--- src/core/ccpa_pkg.sv ---
package ccpa_pkg;

  ////////////////////////////////////////////////////////////////////////////
  // Bus geometry
  localparam int          CCPA_DW            = 16;
  localparam int          CCPA_AW            = 5;

  ////////////////////////////////////////////////////////////////////////////
  // Word indexes of the register port
  localparam logic [4:0]  CCPA_IDX_TIMER     = 5'h00;
  localparam logic [4:0]  CCPA_IDX_EDGE      = 5'h01;
  localparam logic [4:0]  CCPA_IDX_MASK1     = 5'h02;
  localparam logic [4:0]  CCPA_IDX_FLAG1     = 5'h03;
  localparam logic [4:0]  CCPA_IDX_MASK2     = 5'h04;
  localparam logic [4:0]  CCPA_IDX_FLAG2     = 5'h05;
  localparam logic [4:0]  CCPA_IDX_MASTER    = 5'h06;
  localparam logic [4:0]  CCPA_IDX_FORCE     = 5'h07;
  localparam logic [4:0]  CCPA_IDX_ACC       = 5'h08;
  localparam logic [4:0]  CCPA_IDX_DIR       = 5'h09;
  localparam logic [4:0]  CCPA_IDX_ACTION    = 5'h0a;
  localparam logic [4:0]  CCPA_IDX_CAP0      = 5'h0b;
  localparam logic [4:0]  CCPA_IDX_CMP0      = 5'h0e;
  localparam logic [4:0]  CCPA_IDX_SHARED    = 5'h12;

  ////////////////////////////////////////////////////////////////////////////
  // Channel counts
  localparam int          CCPA_NCAP          = 4;
  localparam int          CCPA_NCMP          = 5;
  localparam int          CCPA_NPIN          = 6;

  ////////////////////////////////////////////////////////////////////////////
  // Edge select encoding
  localparam logic [1:0]  CCPA_EDGE_OFF      = 2'h0;
  localparam logic [1:0]  CCPA_EDGE_RISE     = 2'h1;
  localparam logic [1:0]  CCPA_EDGE_FALL     = 2'h2;
  localparam logic [1:0]  CCPA_EDGE_BOTH     = 2'h3;

  ////////////////////////////////////////////////////////////////////////////
  // Compare action encoding
  localparam logic [1:0]  CCPA_ACT_NONE      = 2'h0;
  localparam logic [1:0]  CCPA_ACT_TOGGLE    = 2'h1;
  localparam logic [1:0]  CCPA_ACT_CLEAR     = 2'h2;
  localparam logic [1:0]  CCPA_ACT_SET       = 2'h3;

  ////////////////////////////////////////////////////////////////////////////
  // Field positions
  localparam int          CCPA_F1_OC_LSB     = 4;
  localparam int          CCPA_F2_OVF        = 0;
  localparam int          CCPA_F2_EDGE       = 1;
  localparam int          CCPA_AC_PIN        = 7;
  localparam int          CCPA_AC_MODE       = 5;
  localparam int          CCPA_AC_POL        = 4;
  localparam int          CCPA_AC_PCLK       = 3;
  localparam int          CCPA_AC_FSEL       = 2;
  localparam logic [7:0]  CCPA_AC_WMASK      = 8'h37;

  ////////////////////////////////////////////////////////////////////////////
  // Gated clock sources
  localparam logic [1:0]  CCPA_SRC_DIV512    = 2'h0;
  localparam logic [1:0]  CCPA_SRC_PCLK      = 2'h1;
  localparam logic [1:0]  CCPA_SRC_CC        = 2'h2;
  localparam logic [1:0]  CCPA_SRC_TOV       = 2'h3;

  ////////////////////////////////////////////////////////////////////////////
  // Reset values and counts
  localparam logic [15:0] CCPA_WORD_RST      = 16'h0000;
  localparam logic [7:0]  CCPA_BYTE_RST      = 8'h00;
  localparam logic [8:0]  CCPA_DIV512_LAST   = 9'h1ff;

endpackage

--- src/core/ccpa_unit.sv ---
`timescale 1ns/100ps
// Function
// - Selected capture edge latches count, sets flag
// - Two edge bits per channel; zero disables
// - Channels capture independently, same count possible
// - Capture flag raises request when mask enabled
// - Synchronise and filter inputs, two-clock guarantee
// - Capture and count advance never collide
// - Capture reads are coherent and side-effect free
// - Every selected edge overwrites capture value
// - Compare match sets flag, no false matches
// - Master match drives masked pins from data
// - Pin shows data only when output
// - Master action wins on shared pin conflict
// - Force bit acts like match, no flag
// - Force bits self-clear, read zero, upper byte
// - Function select picks capture or compare
// - Shared register capture or compare; guarded writes
// - Event mode counts each selected pin edge
// - Gated mode counts selected clock while active
// - Edge flag on edge, overflow on wrap
// - Accumulator requests per mode, each enabled
// - Mode bit and polarity bit semantics
// - Control and count one word, reset clear
// - Timer free-runs, writable only test/freeze
// - Gated selector gets div512, pin, cc clock, timer overflow
module ccpa_unit (
  // Clock and reset
  input  wire logic                          ref_clk_i,
  input  wire logic                          nrst_i,
  // Register port
  input  wire logic [ccpa_pkg::CCPA_AW-1:0]  reg_addr_i,
  input  wire logic                          reg_wr_i,
  input  wire logic                          reg_rd_i,
  input  wire logic [1:0]                    reg_be_i,
  input  wire logic [ccpa_pkg::CCPA_DW-1:0]  reg_wdata_i,
  output logic      [ccpa_pkg::CCPA_DW-1:0]  reg_rdata_o,
  output logic                               reg_ack_o,
  // Mode and prescaler
  input  wire logic                          test_freeze_i,
  input  wire logic                          cc_tick_i,
  // Pins
  input  wire logic [2:0]                    capture_pin_i,
  input  wire logic                          shared_pin_i,
  input  wire logic                          accumulator_input_pin_i,
  input  wire logic                          ext_clock_pin_i,
  output logic      [3:0]                    compare_pin_o,
  output logic      [3:0]                    compare_oe_o,
  output logic                               shared_pin_o,
  output logic                               shared_pin_oe_o,
  // Requests
  output logic                               irq_first_o,
  output logic                               irq_second_o
);
  import ccpa_pkg::*;

  function automatic logic [15:0] ccpa_merge(input logic [15:0] old_v,
                                             input logic [15:0] new_v,
                                             input logic [1:0]  be);
    ccpa_merge = {be[1] ? new_v[15:8] : old_v[15:8], be[0] ? new_v[7:0] : old_v[7:0]};
  endfunction

  ////////////////////////////////////////////////////////////////////////////
  // Declarations
  logic [15:0]          cnt_r;
  logic                 cnt_new_r;
  logic [8:0]           div_r;
  logic [7:0]           edge_r;
  logic [8:0]           mask1_r;
  logic [8:0]           flag1_r;
  logic [1:0]           mask2_r;
  logic [1:0]           flag2_r;
  logic [4:0]           mmask_r;
  logic [4:0]           mdata_r;
  logic [7:0]           pwm_r;
  logic [7:0]           acc_ctrl_r;
  logic [7:0]           acc_cnt_r;
  logic [4:0]           dir_r;
  logic [9:0]           act_r;
  logic [4:0]           out_r;
  logic [4:0]           out_nxt;
  logic [15:0]          cap_r [3];
  logic [15:0]          cmp_r [4];
  logic [15:0]          shr_r;
  logic [15:0]          cmp_v [5];
  logic [15:0]          rd_v;
  logic [15:0]          wmerge [CCPA_NPIN-1:0];
  logic [CCPA_NPIN-1:0] s1_r, s2_r, s3_r, filt_r, rise, fall;
  logic [CCPA_NCAP-1:0] cap_ev;
  logic [4:0]           match;
  logic [4:0]           force_p;
  logic [8:0]           clr1;
  logic [1:0]           clr2;
  logic                 tf, fsel, mode, pol, acc_ev, acc_deact, acc_src, acc_inc;
  logic                 div512_tick, tov_tick, acc_wr_lo;

  assign tf   = test_freeze_i;
  assign fsel = acc_ctrl_r[CCPA_AC_FSEL];
  assign mode = acc_ctrl_r[CCPA_AC_MODE];
  assign pol  = acc_ctrl_r[CCPA_AC_POL];

  function automatic logic hit(input logic [4:0] idx, input logic [4:0] a, input logic w);
    hit = w && (a == idx);
  endfunction

  ////////////////////////////////////////////////////////////////////////////
  // Input synchroniser and filter; level changes only after two equal samples
  assign wmerge[0] = ccpa_merge(16'h0000, reg_wdata_i, reg_be_i);
  genvar gp;
  for (gp = 0; gp < CCPA_NPIN; gp++) begin : g_sync
    logic raw;
    if (gp < 3) begin : g_cap
      assign raw = capture_pin_i[gp];
    end else if (gp == 3) begin : g_shr
      assign raw = shared_pin_i;
    end else if (gp == 4) begin : g_pai
      assign raw = accumulator_input_pin_i;
    end else begin : g_pclk
      assign raw = ext_clock_pin_i;
    end
    if (gp > 0) begin : g_wm
      assign wmerge[gp] = wmerge[0];
    end
    always_ff @(posedge ref_clk_i) begin
      if (!nrst_i) begin
        s1_r[gp]   <= 1'b0;
        s2_r[gp]   <= 1'b0;
        s3_r[gp]   <= 1'b0;
        filt_r[gp] <= 1'b0;
      end else begin
        s1_r[gp] <= raw;
        s2_r[gp] <= s1_r[gp];
        s3_r[gp] <= s2_r[gp];
        if (s2_r[gp] == s3_r[gp]) begin
          filt_r[gp] <= s2_r[gp];
        end
      end
    end
    assign rise[gp] = (s2_r[gp] == s3_r[gp]) && s2_r[gp] && !filt_r[gp];
    assign fall[gp] = (s2_r[gp] == s3_r[gp]) && !s2_r[gp] && filt_r[gp];
  end

  ////////////////////////////////////////////////////////////////////////////
  // Shared timer count and sysclk/512 tap
  always_ff @(posedge ref_clk_i) begin
    if (!nrst_i) begin
      cnt_r     <= CCPA_WORD_RST;
      cnt_new_r <= 1'b0;
    end else if (tf && hit(CCPA_IDX_TIMER, reg_addr_i, reg_wr_i)) begin
      cnt_r     <= ccpa_merge(cnt_r, reg_wdata_i, reg_be_i);
      cnt_new_r <= 1'b0;
    end else begin
      cnt_r     <= cc_tick_i ? cnt_r + 16'h0001 : cnt_r;
      cnt_new_r <= cc_tick_i;
    end
  end

  always_ff @(posedge ref_clk_i) begin
    if (!nrst_i) begin
      div_r <= 9'h000;
    end else begin
      div_r <= div_r + 9'h001;
    end
  end
  assign div512_tick = (div_r == CCPA_DIV512_LAST);
  assign tov_tick    = cc_tick_i && (cnt_r == 16'hffff);

  ////////////////////////////////////////////////////////////////////////////
  // Capture channels; latch takes the settled count, never the one being built
  genvar gc;
  for (gc = 0; gc < CCPA_NCAP; gc++) begin : g_cap_ev
    logic [1:0] sel;
    assign sel = edge_r[2*gc +: 2];
    if (gc == 3) begin : g_last
      assign cap_ev[gc] = fsel && ((sel[0] && rise[gc]) || (sel[1] && fall[gc]));
    end else begin : g_ded
      assign cap_ev[gc] = (sel[0] && rise[gc]) || (sel[1] && fall[gc]);
    end
  end

  for (gc = 0; gc < 3; gc++) begin : g_cap_reg
    always_ff @(posedge ref_clk_i) begin
      if (!nrst_i) begin
        cap_r[gc] <= CCPA_WORD_RST;
      end else if (cap_ev[gc]) begin
        cap_r[gc] <= cnt_r;
      end else if (tf && hit(CCPA_IDX_CAP0 + 5'(gc), reg_addr_i, reg_wr_i)) begin
        cap_r[gc] <= ccpa_merge(cap_r[gc], reg_wdata_i, reg_be_i);
      end
    end
  end

  for (gc = 0; gc < 4; gc++) begin : g_cmp_reg
    always_ff @(posedge ref_clk_i) begin
      if (!nrst_i) begin
        cmp_r[gc] <= CCPA_WORD_RST;
      end else if (hit(CCPA_IDX_CMP0 + 5'(gc), reg_addr_i, reg_wr_i)) begin
        cmp_r[gc] <= ccpa_merge(cmp_r[gc], reg_wdata_i, reg_be_i);
      end
    end
    assign cmp_v[gc] = cmp_r[gc];
  end

  always_ff @(posedge ref_clk_i) begin
    if (!nrst_i) begin
      shr_r <= CCPA_WORD_RST;
    end else if (cap_ev[3]) begin
      shr_r <= cnt_r;
    end else if (hit(CCPA_IDX_SHARED, reg_addr_i, reg_wr_i) && (!fsel || tf)) begin
      shr_r <= ccpa_merge(shr_r, reg_wdata_i, reg_be_i);
    end
  end
  assign cmp_v[4] = shr_r;

  ////////////////////////////////////////////////////////////////////////////
  // Compare; only judged on a fresh count so register writes cannot false-match
  genvar gm;
  for (gm = 0; gm < CCPA_NCMP; gm++) begin : g_cmp
    if (gm == 4) begin : g_oc5
      assign match[gm] = cnt_new_r && !fsel && (cnt_r == cmp_v[gm]);
    end else begin : g_ocx
      assign match[gm] = cnt_new_r && (cnt_r == cmp_v[gm]);
    end
    always_comb begin
      out_nxt[gm] = out_r[gm];
      if (match[gm] || force_p[gm]) begin
        case (act_r[2*gm +: 2])
          CCPA_ACT_TOGGLE: out_nxt[gm] = !out_r[gm];
          CCPA_ACT_CLEAR:  out_nxt[gm] = 1'b0;
          CCPA_ACT_SET:    out_nxt[gm] = 1'b1;
          default:         out_nxt[gm] = out_r[gm];
        endcase
      end
      if ((match[0] || force_p[0]) && mmask_r[gm]) begin
        out_nxt[gm] = mdata_r[gm];
      end
    end
  end

  assign force_p = hit(CCPA_IDX_FORCE, reg_addr_i, reg_wr_i) && reg_be_i[1] ?
                   reg_wdata_i[12:8] : 5'h00;

  always_ff @(posedge ref_clk_i) begin
    if (!nrst_i) begin
      out_r <= 5'h00;
    end else begin
      out_r <= out_nxt;
    end
  end

  // Latch always follows; the pin only shows it while driven
  assign compare_pin_o   = out_r[3:0];
  assign compare_oe_o    = dir_r[3:0];
  assign shared_pin_o    = out_r[4];
  assign shared_pin_oe_o = dir_r[4];

  ////////////////////////////////////////////////////////////////////////////
  // Control registers
  always_ff @(posedge ref_clk_i) begin
    if (!nrst_i) begin
      edge_r  <= CCPA_BYTE_RST;
      mask1_r <= 9'h000;
      mask2_r <= 2'h0;
      mmask_r <= 5'h00;
      mdata_r <= 5'h00;
      pwm_r   <= CCPA_BYTE_RST;
      dir_r   <= 5'h00;
      act_r   <= 10'h000;
    end else begin
      if (hit(CCPA_IDX_EDGE, reg_addr_i, reg_wr_i) && reg_be_i[0]) begin
        edge_r <= reg_wdata_i[7:0];
      end
      if (hit(CCPA_IDX_MASK1, reg_addr_i, reg_wr_i)) begin
        mask1_r <= {reg_be_i[1] ? reg_wdata_i[8] : mask1_r[8],
                    reg_be_i[0] ? reg_wdata_i[7:0] : mask1_r[7:0]};
      end
      if (hit(CCPA_IDX_MASK2, reg_addr_i, reg_wr_i) && reg_be_i[0]) begin
        mask2_r <= reg_wdata_i[1:0];
      end
      if (hit(CCPA_IDX_MASTER, reg_addr_i, reg_wr_i)) begin
        if (reg_be_i[1]) begin
          mmask_r <= reg_wdata_i[12:8];
        end
        if (reg_be_i[0]) begin
          mdata_r <= reg_wdata_i[4:0];
        end
      end
      if (hit(CCPA_IDX_FORCE, reg_addr_i, reg_wr_i) && reg_be_i[0]) begin
        pwm_r <= reg_wdata_i[7:0];
      end
      if (hit(CCPA_IDX_DIR, reg_addr_i, reg_wr_i) && reg_be_i[0]) begin
        dir_r <= reg_wdata_i[4:0];
      end
      if (hit(CCPA_IDX_ACTION, reg_addr_i, reg_wr_i)) begin
        act_r <= {reg_be_i[1] ? reg_wdata_i[9:8] : act_r[9:8],
                  reg_be_i[0] ? reg_wdata_i[7:0] : act_r[7:0]};
      end
    end
  end

  ////////////////////////////////////////////////////////////////////////////
  // Status flags; a set in the clearing cycle survives
  assign clr1 = hit(CCPA_IDX_FLAG1, reg_addr_i, reg_wr_i) ? wmerge[1][8:0] : 9'h000;
  assign clr2 = hit(CCPA_IDX_FLAG2, reg_addr_i, reg_wr_i) ? wmerge[2][1:0] : 2'h0;

  always_ff @(posedge ref_clk_i) begin
    if (!nrst_i) begin
      flag1_r <= 9'h000;
      flag2_r <= 2'h0;
    end else begin
      flag1_r <= (flag1_r & ~clr1) | {match, cap_ev};
      flag2_r <= (flag2_r & ~clr2) |
                 {mode ? acc_deact : acc_ev, acc_inc && (acc_cnt_r == 8'hff)};
    end
  end

  always_ff @(posedge ref_clk_i) begin
    if (!nrst_i) begin
      irq_first_o  <= 1'b0;
      irq_second_o <= 1'b0;
    end else begin
      irq_first_o  <= |(flag1_r & mask1_r);
      irq_second_o <= |(flag2_r & mask2_r);
    end
  end

  ////////////////////////////////////////////////////////////////////////////
  // Pulse accumulator; filter spacing caps event rate at sysclk/4
  assign acc_ev    = pol ? rise[4] : fall[4];
  assign acc_deact = pol ? fall[4] : rise[4];
  always_comb begin
    case (acc_ctrl_r[1:0])
      CCPA_SRC_DIV512: acc_src = div512_tick;
      CCPA_SRC_PCLK:   acc_src = rise[5];
      CCPA_SRC_CC:     acc_src = cc_tick_i;
      CCPA_SRC_TOV:    acc_src = tov_tick;
      default:         acc_src = 1'b0;
    endcase
  end
  assign acc_wr_lo = hit(CCPA_IDX_ACC, reg_addr_i, reg_wr_i) && reg_be_i[0];
  assign acc_inc   = !acc_wr_lo && (mode ? (acc_src && (filt_r[4] == pol)) : acc_ev);

  always_ff @(posedge ref_clk_i) begin
    if (!nrst_i) begin
      acc_ctrl_r <= CCPA_BYTE_RST;
      acc_cnt_r  <= CCPA_BYTE_RST;
    end else begin
      if (hit(CCPA_IDX_ACC, reg_addr_i, reg_wr_i) && reg_be_i[1]) begin
        acc_ctrl_r <= reg_wdata_i[15:8] & CCPA_AC_WMASK;
      end
      if (acc_wr_lo) begin
        acc_cnt_r <= reg_wdata_i[7:0];
      end else if (acc_inc) begin
        acc_cnt_r <= acc_cnt_r + 8'h01;
      end
    end
  end

  ////////////////////////////////////////////////////////////////////////////
  // Read port; whole word sampled in one edge keeps it coherent
  always_comb begin
    rd_v = 16'h0000;
    case (reg_addr_i)
      CCPA_IDX_TIMER:  rd_v = cnt_r;
      CCPA_IDX_EDGE:   rd_v = {8'h00, edge_r};
      CCPA_IDX_MASK1:  rd_v = {7'h00, mask1_r};
      CCPA_IDX_FLAG1:  rd_v = {7'h00, flag1_r};
      CCPA_IDX_MASK2:  rd_v = {14'h0000, mask2_r};
      CCPA_IDX_FLAG2:  rd_v = {14'h0000, flag2_r};
      CCPA_IDX_MASTER: rd_v = {3'h0, mmask_r, 3'h0, mdata_r};
      CCPA_IDX_FORCE:  rd_v = {8'h00, pwm_r};
      CCPA_IDX_ACC:    rd_v = {filt_r[4], acc_ctrl_r[6:4], filt_r[5], acc_ctrl_r[2:0],
                               acc_cnt_r};
      CCPA_IDX_DIR:    rd_v = {11'h000, dir_r};
      CCPA_IDX_ACTION: rd_v = {6'h00, act_r};
      5'h0b:           rd_v = cap_r[0];
      5'h0c:           rd_v = cap_r[1];
      5'h0d:           rd_v = cap_r[2];
      5'h0e:           rd_v = cmp_r[0];
      5'h0f:           rd_v = cmp_r[1];
      5'h10:           rd_v = cmp_r[2];
      5'h11:           rd_v = cmp_r[3];
      CCPA_IDX_SHARED: rd_v = shr_r;
      default:         rd_v = 16'h0000;
    endcase
  end

  always_ff @(posedge ref_clk_i) begin
    if (!nrst_i) begin
      reg_rdata_o <= CCPA_WORD_RST;
      reg_ack_o   <= 1'b0;
    end else begin
      reg_rdata_o <= reg_rd_i ? rd_v : reg_rdata_o;
      reg_ack_o   <= reg_rd_i || reg_wr_i;
    end
  end

  logic quiet_wr;
  assign quiet_wr = !reg_wr_i;
endmodule

--- config.mk ---
export PLATFORM = sky130hd
export DESIGN_NAME = ccpa_unit
export DESIGN_NICKNAME = d
export VERILOG_FILES = /design/src/core/ccpa_pkg.sv /design/src/core/ccpa_unit.sv
export SDC_FILE = /design/constraint.sdc
export NUM_CORES = 1
export LEC_CHECK = 0
export ABC_AREA = 1
export CAP_MARGIN = 25
export CORE_ASPECT_RATIO = 0.7
export CORE_UTILIZATION = 50
export CTS_CLUSTER_SIZE = 25
export DETAILED_ROUTE_END_ITERATION = 8
export DONT_BUFFER_PORTS = 1
export PLACE_DENSITY = 0.67
export SLEW_MARGIN = 20
export SYNTH_ARGS = -nofsm -noshare
export SYNTH_HDL_FRONTEND = slang
export SYNTH_SLANG_ARGS = --single-unit
--- constraint.sdc ---
create_clock -name ref_clk_i -period 1.95 [get_ports ref_clk_i]
set_input_delay 0.195 -clock ref_clk_i [delete_from_list [all_inputs] [get_ports ref_clk_i]]
set_output_delay 0.195 -clock ref_clk_i [all_outputs]
set_load 0.02 [all_outputs]
==> results.cfg <==
[synthesis]
ys_seq_elements = 278
ys_top_cells_by_area = edfxtp_1, dfxtp_1, nand2_1
synth_fp_nets = 1901
async_reset_ff_share_pct = 0
syn_inst = 1848
yosysSeqAreaShare_pct = 46.8
yosysTopAreaCell = edfxtp_1
synth_cell_types = 49
ys.flop_type = dfxtp_1
synth_area_mm2 = 0.0143
synth_top_area_share_pct = 23.6
syn_area_per_cell_um2 = 7.73
yosys_warnings = 0
synth_edf_count = 112

[placed_design]
post-dp-hpwl_um = 45500
place_ws_ps = -4.24
port_buffers = 0
place_congestion = 1.08

[global_route]
overflow = 0
grt_pass1_vias = 12700
grtUsageTotal_pct = 41.7
grt_max_degree = 102
grt_first_pass_wirelength_um = 86800
antenna_found_initial = 2

[sta]
rsz0062_at_grt = true
post-route-period-util_pct = 96.8
drv_slew = 0
finalSetupViolations = 0
timing.fmax_mhz = 530
min_period_ps = 1890
fin_skew_ps = 12.6
max_slew.worst_pin.slew_ps = 1010
holdWs_ps = -3.05
relSlewSlack_pct = 32.7
finalWorstSetupSlack_ps = 62.0
hold_viol_final = 3

[detailed_routing]
drt-total-wl_um = 61400
dr.pass1.iters = 7
wire_per_inst_um = 25.8
viasPerCell = 6.07
drtIter0Drc = 2067
antenna_left = 0
drc = 0
vias = 14500

[finish]
layout_common_cells = nand2_1, inv_1, nor2_1, dfxtp_1, o21ai_0
drive_above_1_share_pct = 14.1
final_common_cell = nand2_1
fin_nets = 2035
regArea_mm2 = 0.00670
fillers = 2584
syn2layout_area_growth_pct = 19.4
fin_util_pct = 61.0
multiInputGateArea_mm2 = 0.00650

[worst_setup_path]
start_kind = register
path_delay_family = simple AND/OR/NAND/NOR gates
slowest_stage = dfxtp_2
cp_max_fo = 5
critPathBufInv = 2
arrival_ps = 2400
crit_path_end_kind = register
path_cells = ha_4 -> nand2_2 -> inv_2 -> nand4_1 -> nor3_2 -> ha_2 -> nor2_2 -> a21oi_2 -> nand3_2 -> buf_6 -> nand2_2 -> nand3_2 -> a21oi_1
critical_path_class = register to register
cp.required_ps = 2460
cp_slowest_stage_delay_ps = 350

[floorplan]
die_w_um = 204
coreArea_mm2 = 0.0279
start_util_pct = 51.1
rows = 51
ios = 64
die-area_mm2 = 0.0292
die_y_um = 143

[cts]
numCtsBuffers = 29
clk_pin_slew_ps = 70
root_buffer = clkbuf_16
insertion_delay_ps = 590
htree_levels = 1
tritoncts = built
cts_max_path_buffers = 3
clock-sinks = 278

[pwr]
max-vdd-ir-drop_v = 0.000717
p_per_area_mw_per_mm2 = 780
p_leak_nw = 6.94

[hold_path]
hold_class = input port to register

[run]
cap_violations = 0

[status]
violations = hold timing
status = finished, violations left
==> logic make-up after synthesis <==
family / Yosys count / synth area share, %
AND/OR/NAND/NOR: 762 / 23.0
XOR/XNOR: 38 / 2.33
AO/OA/AOI/OAI: 450 / 17.9
flip-flops: 278 / 46.8
buffers and inverters: 302 / 8.41
adder cells (fa/ha/maj): 18 / 1.58
==> flip-flops by register name (all words and copies together) (netlist names), 9 cells and up <==
signal       count
cmp_r           64
cap_r           48
cnt_r           16
reg_rdata_o     16
shr_r           16
act_r           10
div_r            9
flag1_r          9
mask1_r          9
==> through the flow <==
step	hold WS, ps	cell area [um^2]	setup TNS, ps	cells	power (W)
6_report	-3.05	17000	0	2380	0.0133
5_1_grt	6.07	17000	-343	2377	0.0136
4_1_cts	0.0568	16900	0	2371	0.0132
3_5_place_dp	302	15500	-4.24	2278	0.00763
3_3_place_gp	295	15500	0	2278	0.00763
2_1_floorplan	293	14300	-3160	1848	0.00713
==> synth_stat cells, types with 26 or more instances <==
master,instances
dfxtp_1,166
o22ai_1,78
nand4_1,26
buf_2,26
edfxtp_1,112
nand3_1,69
clkbuf_1,45
inv_1,195
nand2_1,412
a21oi_1,138
o21ai_0,163
nor2_1,192
==> power breakdown <==
group          internal, W  switching [W]
Sequential         0.00624       0.000180
Combinational     0.000431       0.000896
Clock              0.00306        0.00249
Total              0.00973        0.00356
==> routing by layer <==
layer / global-route usage, % / part of all wire [%]
met1: 61.0 / 42
met2: 53.6 / 37
met3: 19.3 / 18
met4: 11.3 / 2.7
met5: 0 / 0
==> final timing paths <==
path                            startpoint      endpoint  slack, ps  cells after the start
worst max-delay path              div_r[1]    flag2_r[0]         60                     13
worst min-delay path                nrst_i  cmp_r[1][11]         -3                      2
worst max register to register    div_r[1]    flag2_r[0]         60                     13
worst min register to register     s1_r[3]       s2_r[3]        410                      2
==> final cells by class <==
type	instances	area share, %
diodes	5	0.0734
clock buffers	43	5.01
clock inverters	10	0.440
inverters	219	4.85
multi-input cells	1268	38.1
flip-flops and latches	278	39.3
well taps	371	2.72
repair buffers	186	9.49
==> what timing repair did <==
action / CTS / global route
gates cloned: 0 / 0
resized for setup: 1 / 45
pin swaps: 0 / 17
setup endpoints to repair: 1 / 57
buffers inserted: 0 / 4
hold buffers: 40 / 0
hold endpoints to repair: 157 / 0
No activity file was read; power rests on OpenSTA's default activity.
